## src/i2c_seq_pkg.sv

```systemverilog
// Shared types and constants for the two-wire master sequencer.
// Assumes a single system clock; bus lines arrive unsynchronised.
package i2c_seq_pkg;

   // Request bits of the second control register, high bit first
   typedef struct packed {
      logic receive_request;
      logic stop_request;
      logic restart_request;
      logic start_request;
   } control_two_t;

   typedef enum logic [4:0] {
      IDLE,
      ST_WAIT, ST_HOLD,
      RS_LOW, RS_SDAHI, RS_WAITHI, RS_BOTHHI, RS_SDALO,
      TX_LO, TX_WAITHI, TX_HI,
      RX_LO, RX_WAITHI, RX_HI,
      SP_LO, SP_WAITHI, SP_HI, SP_END
   } seq_state_t;

   typedef struct packed {
      seq_state_t   st;
      logic [7:0]   rate_counter;
      logic [3:0]   bit_count;
      logic [7:0]   shift_register;
      logic [7:0]   shift_buffer;
      logic         buffer_full_flag;
      logic         write_collision_flag;
      logic         ack_status;
      logic         port_interrupt_flag;
      logic         collision_interrupt_flag;
      logic         start_seen;
      control_two_t control_two;
      logic         scl_oe;
      logic         sda_oe;
      logic         scl_meta;
      logic         scl_sync;
      logic         scl_prev;
      logic         sda_meta;
      logic         sda_sync;
      logic         sda_prev;
   } seq_regs_t;

   localparam logic [7:0]   COUNT_RESET   = 8'h00;
   localparam logic [3:0]   BITS_PER_BYTE = 4'h8;
   localparam logic [3:0]   ACK_SLOT      = 4'h8;
   localparam logic [7:0]   BUFFER_RESET  = 8'h00;
   localparam control_two_t CONTROL_RESET = 4'h0;

endpackage

```

## src/i2c_master_sequencer.sv

```systemverilog
// Master sequencer for a two-wire serial port: start, restart, stop,
// byte transmit with acknowledge capture, byte receive, clock arbitration.
// Assumes open-drain pads outside; scl_in/sda_in are raw pad levels.
// Behaviour
// Released SCL freezes counter until seen high
// SCL seen high reloads counter from divisor
// Busy buffer write sets collision, keeps buffer
// Control writes ignored while start pending
// Start: both high, count, then SDA low
// After SDA low, count, clear start request
// Lines low or SCL low aborts start
// Restart: pull SCL low, count SDA high
// Restart release, both high, SDA low, finish
// Start seen at once; restart flag later
// Restart request ignored while busy
// Restart collision: SDA low or SCL early
// Idle buffer write sets full, starts transmit
// Bit after SCL falls; low and high periods
// Eighth falling edge clears full, frees SDA
// Ninth clock SDA becomes acknowledge status
// After ninth clock flag, hold SCL low
// Address: seven bits then direction bit
// Software clears write collision before sending
// Software waits start flag; ends via stop
// Reception only on receive request bit
// Eighth received edge loads buffer, flags, holds
// Lines open drain, sampled synchronously first
`timescale 1ns/1ps
module i2c_master_sequencer (
   input  wire logic                        clk,
   input  wire logic                        nrst,
   input  wire logic                        ce,
   input  wire logic                        scl_in,
   output logic                             scl_out,
   output logic                             scl_oe,
   input  wire logic                        sda_in,
   output logic                             sda_out,
   output logic                             sda_oe,
   input  wire logic [7:0]                  baud_divisor,
   input  wire logic                        buffer_write,
   input  wire logic [7:0]                  buffer_wdata,
   input  wire logic                        buffer_read,
   input  wire logic                        control_write,
   input  wire i2c_seq_pkg::control_two_t   control_wdata,
   input  wire logic                        collision_clear,
   input  wire logic                        interrupt_clear,
   input  wire logic                        bus_collision_clear,
   output logic [7:0]                       shift_buffer,
   output logic                             buffer_full_flag,
   output logic                             write_collision_flag,
   output logic                             ack_status,
   output logic                             port_interrupt_flag,
   output logic                             collision_interrupt_flag,
   output logic                             start_seen,
   output i2c_seq_pkg::control_two_t        control_two
);

   i2c_seq_pkg::seq_regs_t s;
   i2c_seq_pkg::seq_regs_t next_s;

   logic tick;
   logic busy;

   localparam logic [3:0] ACK_SLOT_L = i2c_seq_pkg::ACK_SLOT;
   localparam logic [3:0] BITS_L     = i2c_seq_pkg::BITS_PER_BYTE;

   assign tick = (s.rate_counter == i2c_seq_pkg::COUNT_RESET);
   assign busy = (s.st != i2c_seq_pkg::IDLE) || (s.control_two != i2c_seq_pkg::CONTROL_RESET);

   always_comb begin
      next_s = s;
      // Pads only ever pull low
      next_s.scl_meta = scl_in;
      next_s.scl_sync = s.scl_meta;
      next_s.scl_prev = s.scl_sync;
      next_s.sda_meta = sda_in;
      next_s.sda_sync = s.sda_meta;
      next_s.sda_prev = s.sda_sync;
      // Line-level start detection, independent of the sequencer
      if (s.sda_prev && !s.sda_sync && s.scl_sync) begin
         next_s.start_seen = 1'b1;
      end else if (!s.sda_prev && s.sda_sync && s.scl_sync) begin
         next_s.start_seen = 1'b0;
      end
      // Software clears first so that hardware sets below win
      if (collision_clear) begin
         next_s.write_collision_flag = 1'b0;
      end
      if (interrupt_clear) begin
         next_s.port_interrupt_flag = 1'b0;
      end
      if (bus_collision_clear) begin
         next_s.collision_interrupt_flag = 1'b0;
      end
      if (buffer_read) begin
         next_s.buffer_full_flag = 1'b0;
      end
      // No queuing while a start is pending
      if (control_write && !s.control_two.start_request) begin
         next_s.control_two = control_wdata;
         // A restart written during any other activity has no effect
         if (s.st != i2c_seq_pkg::IDLE) begin
            next_s.control_two.restart_request = s.control_two.restart_request;
         end
      end
      // Counting states decrement to zero and stop there; only some states reload on timeout
      if (!tick) begin
         next_s.rate_counter = s.rate_counter - 8'h01;
      end
      unique case (s.st)
         i2c_seq_pkg::IDLE: begin
            next_s.rate_counter = s.rate_counter;
            if (s.control_two.start_request) begin
               if (s.sda_sync && s.scl_sync) begin
                  next_s.rate_counter = baud_divisor;
                  next_s.st = i2c_seq_pkg::ST_WAIT;
               end else if (!s.sda_sync && !s.scl_sync) begin
                  next_s.collision_interrupt_flag = 1'b1;
                  next_s.control_two.start_request = 1'b0;
               end
            end else if (s.control_two.restart_request) begin
               next_s.scl_oe = 1'b1;
               next_s.st = i2c_seq_pkg::RS_LOW;
            end else if (s.control_two.stop_request) begin
               next_s.scl_oe = 1'b1;
               next_s.sda_oe = 1'b1;
               next_s.rate_counter = baud_divisor;
               next_s.st = i2c_seq_pkg::SP_LO;
            end else if (s.control_two.receive_request) begin
               next_s.scl_oe = 1'b1;
               next_s.sda_oe = 1'b0;
               next_s.bit_count = 4'h0;
               next_s.rate_counter = baud_divisor;
               next_s.st = i2c_seq_pkg::RX_LO;
            end
         end
         i2c_seq_pkg::ST_WAIT: begin
            if (!s.scl_sync) begin
               next_s.collision_interrupt_flag = 1'b1;
               next_s.control_two.start_request = 1'b0;
               next_s.st = i2c_seq_pkg::IDLE;
            end else if (tick && s.sda_sync) begin
               next_s.sda_oe = 1'b1;
               next_s.rate_counter = baud_divisor;
               next_s.st = i2c_seq_pkg::ST_HOLD;
            end else if (tick) begin
               next_s.collision_interrupt_flag = 1'b1;
               next_s.control_two.start_request = 1'b0;
               next_s.st = i2c_seq_pkg::IDLE;
            end
         end
         i2c_seq_pkg::ST_HOLD: begin
            if (tick) begin
               next_s.control_two.start_request = 1'b0;
               next_s.port_interrupt_flag = 1'b1;
               next_s.st = i2c_seq_pkg::IDLE;
            end
         end
         i2c_seq_pkg::RS_LOW: begin
            next_s.rate_counter = s.rate_counter;
            if (!s.scl_sync) begin
               next_s.sda_oe = 1'b0;
               next_s.rate_counter = baud_divisor;
               next_s.st = i2c_seq_pkg::RS_SDAHI;
            end
         end
         i2c_seq_pkg::RS_SDAHI: begin
            if (tick) begin
               next_s.rate_counter = s.rate_counter;
               // SCL is let go only once SDA is really high
               if (s.sda_sync) begin
                  next_s.scl_oe = 1'b0;
                  next_s.st = i2c_seq_pkg::RS_WAITHI;
               end
            end
         end
         i2c_seq_pkg::RS_WAITHI: begin
            next_s.rate_counter = s.rate_counter;
            if (s.scl_sync) begin
               if (!s.sda_sync) begin
                  next_s.collision_interrupt_flag = 1'b1;
                  next_s.control_two.restart_request = 1'b0;
                  next_s.st = i2c_seq_pkg::IDLE;
               end else begin
                  next_s.rate_counter = baud_divisor;
                  next_s.st = i2c_seq_pkg::RS_BOTHHI;
               end
            end
         end
         i2c_seq_pkg::RS_BOTHHI: begin
            if (!s.scl_sync) begin
               next_s.collision_interrupt_flag = 1'b1;
               next_s.control_two.restart_request = 1'b0;
               next_s.st = i2c_seq_pkg::IDLE;
            end else if (tick) begin
               next_s.sda_oe = 1'b1;
               next_s.rate_counter = baud_divisor;
               next_s.st = i2c_seq_pkg::RS_SDALO;
            end
         end
         i2c_seq_pkg::RS_SDALO: begin
            if (tick) begin
               // No reload here; the counter rests at zero
               next_s.rate_counter = s.rate_counter;
               next_s.scl_oe = 1'b1;
               next_s.control_two.restart_request = 1'b0;
               next_s.port_interrupt_flag = 1'b1;
               next_s.st = i2c_seq_pkg::IDLE;
            end
         end
         i2c_seq_pkg::TX_LO: begin
            next_s.scl_oe = 1'b1;
            // Data changes only while SCL is low
            next_s.sda_oe = (s.bit_count == ACK_SLOT_L) ? 1'b0 : ~s.shift_register[7];
            if (tick) begin
               next_s.scl_oe = 1'b0;
               next_s.st = i2c_seq_pkg::TX_WAITHI;
            end
         end
         i2c_seq_pkg::TX_WAITHI: begin
            next_s.rate_counter = s.rate_counter;
            if (s.scl_sync) begin
               next_s.rate_counter = baud_divisor;
               next_s.st = i2c_seq_pkg::TX_HI;
            end
         end
         i2c_seq_pkg::TX_HI: begin
            if (tick) begin
               next_s.scl_oe = 1'b1;
               next_s.rate_counter = baud_divisor;
               if (s.bit_count == ACK_SLOT_L) begin
                  next_s.ack_status = s.sda_sync;
                  next_s.port_interrupt_flag = 1'b1;
                  next_s.sda_oe = 1'b0;
                  next_s.rate_counter = s.rate_counter;
                  next_s.st = i2c_seq_pkg::IDLE;
               end else begin
                  next_s.shift_register = {s.shift_register[6:0], 1'b0};
                  next_s.bit_count = s.bit_count + 4'h1;
                  next_s.st = i2c_seq_pkg::TX_LO;
                  if (s.bit_count == BITS_L - 4'h1) begin
                     next_s.buffer_full_flag = 1'b0;
                     next_s.sda_oe = 1'b0;
                  end
               end
            end
         end
         i2c_seq_pkg::RX_LO: begin
            if (tick) begin
               next_s.scl_oe = 1'b0;
               next_s.st = i2c_seq_pkg::RX_WAITHI;
            end
         end
         i2c_seq_pkg::RX_WAITHI: begin
            next_s.rate_counter = s.rate_counter;
            if (s.scl_sync) begin
               next_s.rate_counter = baud_divisor;
               next_s.st = i2c_seq_pkg::RX_HI;
            end
         end
         i2c_seq_pkg::RX_HI: begin
            if (tick) begin
               next_s.scl_oe = 1'b1;
               next_s.shift_register = {s.shift_register[6:0], s.sda_sync};
               next_s.bit_count = s.bit_count + 4'h1;
               next_s.rate_counter = baud_divisor;
               next_s.st = i2c_seq_pkg::RX_LO;
               if (s.bit_count == BITS_L - 4'h1) begin
                  // Byte lands in the buffer, clock held low
                  next_s.shift_buffer = {s.shift_register[6:0], s.sda_sync};
                  next_s.buffer_full_flag = 1'b1;
                  next_s.port_interrupt_flag = 1'b1;
                  next_s.control_two.receive_request = 1'b0;
                  next_s.rate_counter = s.rate_counter;
                  next_s.st = i2c_seq_pkg::IDLE;
               end
            end
         end
         i2c_seq_pkg::SP_LO: begin
            if (tick) begin
               next_s.scl_oe = 1'b0;
               next_s.st = i2c_seq_pkg::SP_WAITHI;
            end
         end
         i2c_seq_pkg::SP_WAITHI: begin
            next_s.rate_counter = s.rate_counter;
            if (s.scl_sync) begin
               next_s.rate_counter = baud_divisor;
               next_s.st = i2c_seq_pkg::SP_HI;
            end
         end
         i2c_seq_pkg::SP_HI: begin
            if (tick) begin
               next_s.sda_oe = 1'b0;
               next_s.rate_counter = baud_divisor;
               next_s.st = i2c_seq_pkg::SP_END;
            end
         end
         i2c_seq_pkg::SP_END: begin
            if (tick) begin
               next_s.control_two.stop_request = 1'b0;
               next_s.port_interrupt_flag = 1'b1;
               next_s.st = i2c_seq_pkg::IDLE;
            end
         end
      endcase
      // After the case, so the idle counter freeze cannot undo the load
      if (buffer_write) begin
         if (busy) begin
            next_s.write_collision_flag = 1'b1;
         end else begin
            next_s.shift_buffer = buffer_wdata;
            next_s.shift_register = buffer_wdata;
            next_s.buffer_full_flag = 1'b1;
            next_s.bit_count = 4'h0;
            next_s.rate_counter = baud_divisor;
            next_s.st = i2c_seq_pkg::TX_LO;
         end
      end
   end

   always_ff @(posedge clk or negedge nrst) begin
      if (!nrst) begin
         s <= '0;
         s.scl_meta <= 1'b1;
         s.scl_sync <= 1'b1;
         s.scl_prev <= 1'b1;
         s.sda_meta <= 1'b1;
         s.sda_sync <= 1'b1;
         s.sda_prev <= 1'b1;
         s.shift_buffer <= i2c_seq_pkg::BUFFER_RESET;
         s.control_two <= i2c_seq_pkg::CONTROL_RESET;
      end else if (ce) begin
         s <= next_s;
      end
   end

   // Level driven is always low; only the enables move
   assign scl_out = 1'b0;
   assign sda_out = 1'b0;
   assign scl_oe = s.scl_oe;
   assign sda_oe = s.sda_oe;
   assign shift_buffer = s.shift_buffer;
   assign buffer_full_flag = s.buffer_full_flag;
   assign write_collision_flag = s.write_collision_flag;
   assign ack_status = s.ack_status;
   assign port_interrupt_flag = s.port_interrupt_flag;
   assign collision_interrupt_flag = s.collision_interrupt_flag;
   assign start_seen = s.start_seen;
   assign control_two = s.control_two;
endmodule

```

## config.mk

```make
export PLATFORM = sky130hd
export DESIGN_NAME = i2c_master_sequencer
export DESIGN_NICKNAME = d
export VERILOG_FILES = /design/src/i2c_seq_pkg.sv /design/src/i2c_master_sequencer.sv
export SDC_FILE = /design/constraint.sdc
export NUM_CORES = 1
export LEC_CHECK = 0
export ABC_AREA = 1
export ABC_CLOCK_PERIOD_IN_PS = 2700
export BUFFER_PORTS_ARGS = -buffer_cell sky130_fd_sc_hd__buf_2
export CAP_MARGIN = 10
export CELL_PAD_IN_SITES_DETAIL_PLACEMENT = 1
export CELL_PAD_IN_SITES_GLOBAL_PLACEMENT = 2
export CORE_AREA = 2 2 177 127
export CTS_BUF_LIST = sky130_fd_sc_hd__clkbuf_16
export CTS_CLUSTER_DIAMETER = 30
export CTS_CLUSTER_SIZE = 25
export DETAILED_ROUTE_END_ITERATION = 16
export DIE_AREA = 0 0 179 129
export PLACE_DENSITY_LB_ADDON = 0.25
export SLEW_MARGIN = 40
export SYNTH_ARGS = -nofsm -noshare
export SYNTH_HDL_FRONTEND = slang
export SYNTH_SLANG_ARGS = --single-unit
```

## constraint.sdc

```tcl
create_clock -name clk -period 2.7 [get_ports clk]
set_input_delay 0.135 -clock clk [delete_from_list [all_inputs] [get_ports clk]]
set_output_delay 0.135 -clock clk [all_outputs]
set_load 0.02 [all_outputs]
```

==> reports/summary.txt <==
Total wire length -> 27200 um
Mapped Area -> 0.00524 mm2
Vias -> 6660
Setup-failing EPs final -> 0
WS Path Type -> flip-flop to flip-flop
Hold EP -> next_s[1]
Metal3 WL -> 1690 um
Drt wl/cell -> 21.3 um
# rows -> 45
Initial antenna violation count -> 0
Worst hold stages -> 3
Detailed Route Iter0 Violations -> 588
Post-synth EDFFs -> 0
Hold crit path type -> input port to flip-flop
Top routing layer used -> met4
H-tree depth -> 2
Run status -> complete, no violations
Vias per inst -> 5.23
Multi-input logic area -> 0.00338 mm2
Fill count -> 2860
Largest net degree at the start of global routing -> 51
Crit-path max FO -> 8
Initial core utilization -> 24.6%
Max incr delay on CP -> 500 ps
Total Routing Usage GR -> 23.9%
Most frequent cells in the layout -> nand2_1 (321), o21ai_0 (107), inv_1 (94)
Chip width -> 179 um
Layout cells sized above 1 -> 13.3%
Vias in the first global route -> 6243
Arr. time, crit path -> 2740 ps
Crit start category -> flip-flop
Final Cycle Share -> 93.9%
Seq/Total Area, Yosys -> 24.0%
Crit. End Element -> flip-flop
Critical R2R Capture -> s[42]
ANT nets after route -> 0
Drt pass-1 iters -> 5
Total grt overflow -> 0
Required @ worst endpoint -> 2910 ps
Warnings from Yosys -> 0
Rel. slew slack -> 51.5%
Synth Register Bits -> 50
Worst path cell trace -> clkinvlp_4 > nand2_1 > nor2_1 > nand2_1 > nand3_1 > nor2_1 > nand2_1 > nand2_2 > a21oi_1 > nand3_1 > nand2_1 > nand2_1
Reg2Reg Depth -> 12
Hold Fails Final Rpt -> 0
Register area -> 0.00126 mm2
CTS Buffer Depth -> 2
Clock Skew -> 16.9 ps
Final Util -> 28.9%
Metal-1 WL -> 14400 um
R2r setup slk -> 160 ps
Fraction of registers with async set/reset -> 100%
Buf/Inv on CP -> 1
CP delay by family, top -> simple AND/OR/NAND/NOR gates
CTS Buf Count -> 5
Core area -> 0.0213 mm2
Power Density -> 1040 mW/mm2
Tightest Pin Transition -> 727 ps
First-pass GRT wire length -> 40800 um
Highest Clock Rate -> 394 MHz
WHS -> 15.5 ps
RR Startpoint -> s[50]
Antenna diodes -> 0
I/O Buffers -> 50
Placed Area -> 0.00595 mm2
Netlist cell types -> 39
Met2 wire len -> 10700 um
Mapped Cells -> 930
Commonest non-fill, non-tap cell in the layout -> nand2_1
Total power -> 0.00638 W
Area growth, synth to finish -> 17.4%
Full die area -> 0.0231 mm2
Most numerous cell on the critical path -> nand2_1
CTS tree -> done
I/O pin count -> 53
Design Area, Final -> 0.00616 mm2
Critical path origin -> s[50]
Crit path depth -> 12
Max_cap viols -> 0
Nets@finish -> 1024
Sink Count -> 50
DRC viols -> 0
Clock root cell -> clkbuf_16
Fin. max-slew vios -> 0
Routability cong. -> 0.967
HP Start -> sda_in
LEAKAGE -> 3.13 nW
Clk Latency, worst-skew pair -> 320 ps
Die Span Y -> 129 um
Mean Syn Cell Area -> 5.64 um2
Worst-path clk slew -> 90 ps
Ys flop type -> dfrtp_1
Final min period -> 2540 ps
Hpwl dp -> 21100 um
Critical-path top delay cell -> dfrtp_1
Max IR drop VDD -> 0.427 mV
-- Yosys cell counts (4+ instances only) --
master      n  area (um2)
nand3_2     4        40.0
inv_2       4        15.0
nor3_1     12        60.1
nor2_4      4        45.0
nor2_2      6        37.5
clkinv_1    4        15.0
clkbuf_1   16        60.1
a21oi_1    30         150
buf_4      16         120
nor2_1     93         349
inv_1      95         357
o21ai_0   107         536
nand2_1   321        1200
o31ai_1     4        30.0
o22ai_1     7        43.8
o211ai_1   10        75.1
dfstp_2     5         131
dfrtp_1    45        1130
nand3_1    87         435
nand4_1    13        81.3
buf_2      12        60.1
-- cells by family after synthesis --
logic type	synth area share (%)
AND/OR/NAND/NOR	44.0
AO/OA/AOI/OAI	19.1
buffers and inverters	12.1
flip-flops	24.0
adder cells (fa/ha/maj)	0.716
other	0.0715
-- layer usage --
layer / vias up / global-route usage (%)
met5: - / 0
met4: 0 / 3.63
met3: 22 / 3.75
met2: 218 / 32.7
met1: 3281 / 39.0
li1: 3139 / -
-- per-stage QoR --
step	std cells	setup TNS, ps	setup WS (ps)
after global routing	1273	-10.7	-10.7
after detailed placement	1262	0	20.2
after floorplan	931	0	713
after global placement	1262	-117	-74.1
after CTS	1271	0	20.5
final	1273	0	165
-- registers in the layout, indices dropped and copies added, names as in the netlist --
name / cells
scl_oe: 1
collision_interrupt_flag: 1
sda_oe: 1
shift_buffer: 8
s: 26
buffer_full_flag: 1
port_interrupt_flag: 1
next_s: 4
ack_status: 1
control_two: 4
start_seen: 1
write_collision_flag: 1
-- worst min-delay path, cell delays in order --
cell     delay, ps
buf_2          100
nand2_1         60
nand2_1         50
-- where the power goes --
part	internal, W	switching (W)	total, W	leakage (nW)
Combinational	0.00128	0.00301	0.00430	2.44
Clock	0.000356	0.000374	0.000731	0.0759
Sequential	0.00101	0.000348	0.00136	0.607
-- layout make-up --
cell class | count | area share (%)
Clock buffer | 5 | 2.03
Sequential cell | 50 | 20.4
Tap cell | 282 | 5.73
Multi-Input combinational cell | 732 | 54.8
Clock inverter | 3 | 0.467
Inverter | 103 | 6.34
Timing Repair Buffer | 98 | 10.2
-- worst max path at each step --
| stage | end | slack (ps) |
|---|---|---|
| after floorplan | s[47] | 710 |
| after global placement | s[42] | -70 |
| final | s[42] | 160 |
| after detailed placement | s[42] | 20 |
| after CTS | s[45] | 20 |
| after global routing | s[41] | -10 |
-- what timing repair did --
item / 4_1_cts / 5_1_grt
hold buffers: 1 / 0
pin swaps: 0 / 0
endpoints found under the hold margin: 35 / 0
resized for setup: 1 / 4
endpoints found under the setup margin: 1 / 25
setup buffers: 0 / 2
Note: power is estimated with default switching activity, not from simulation.
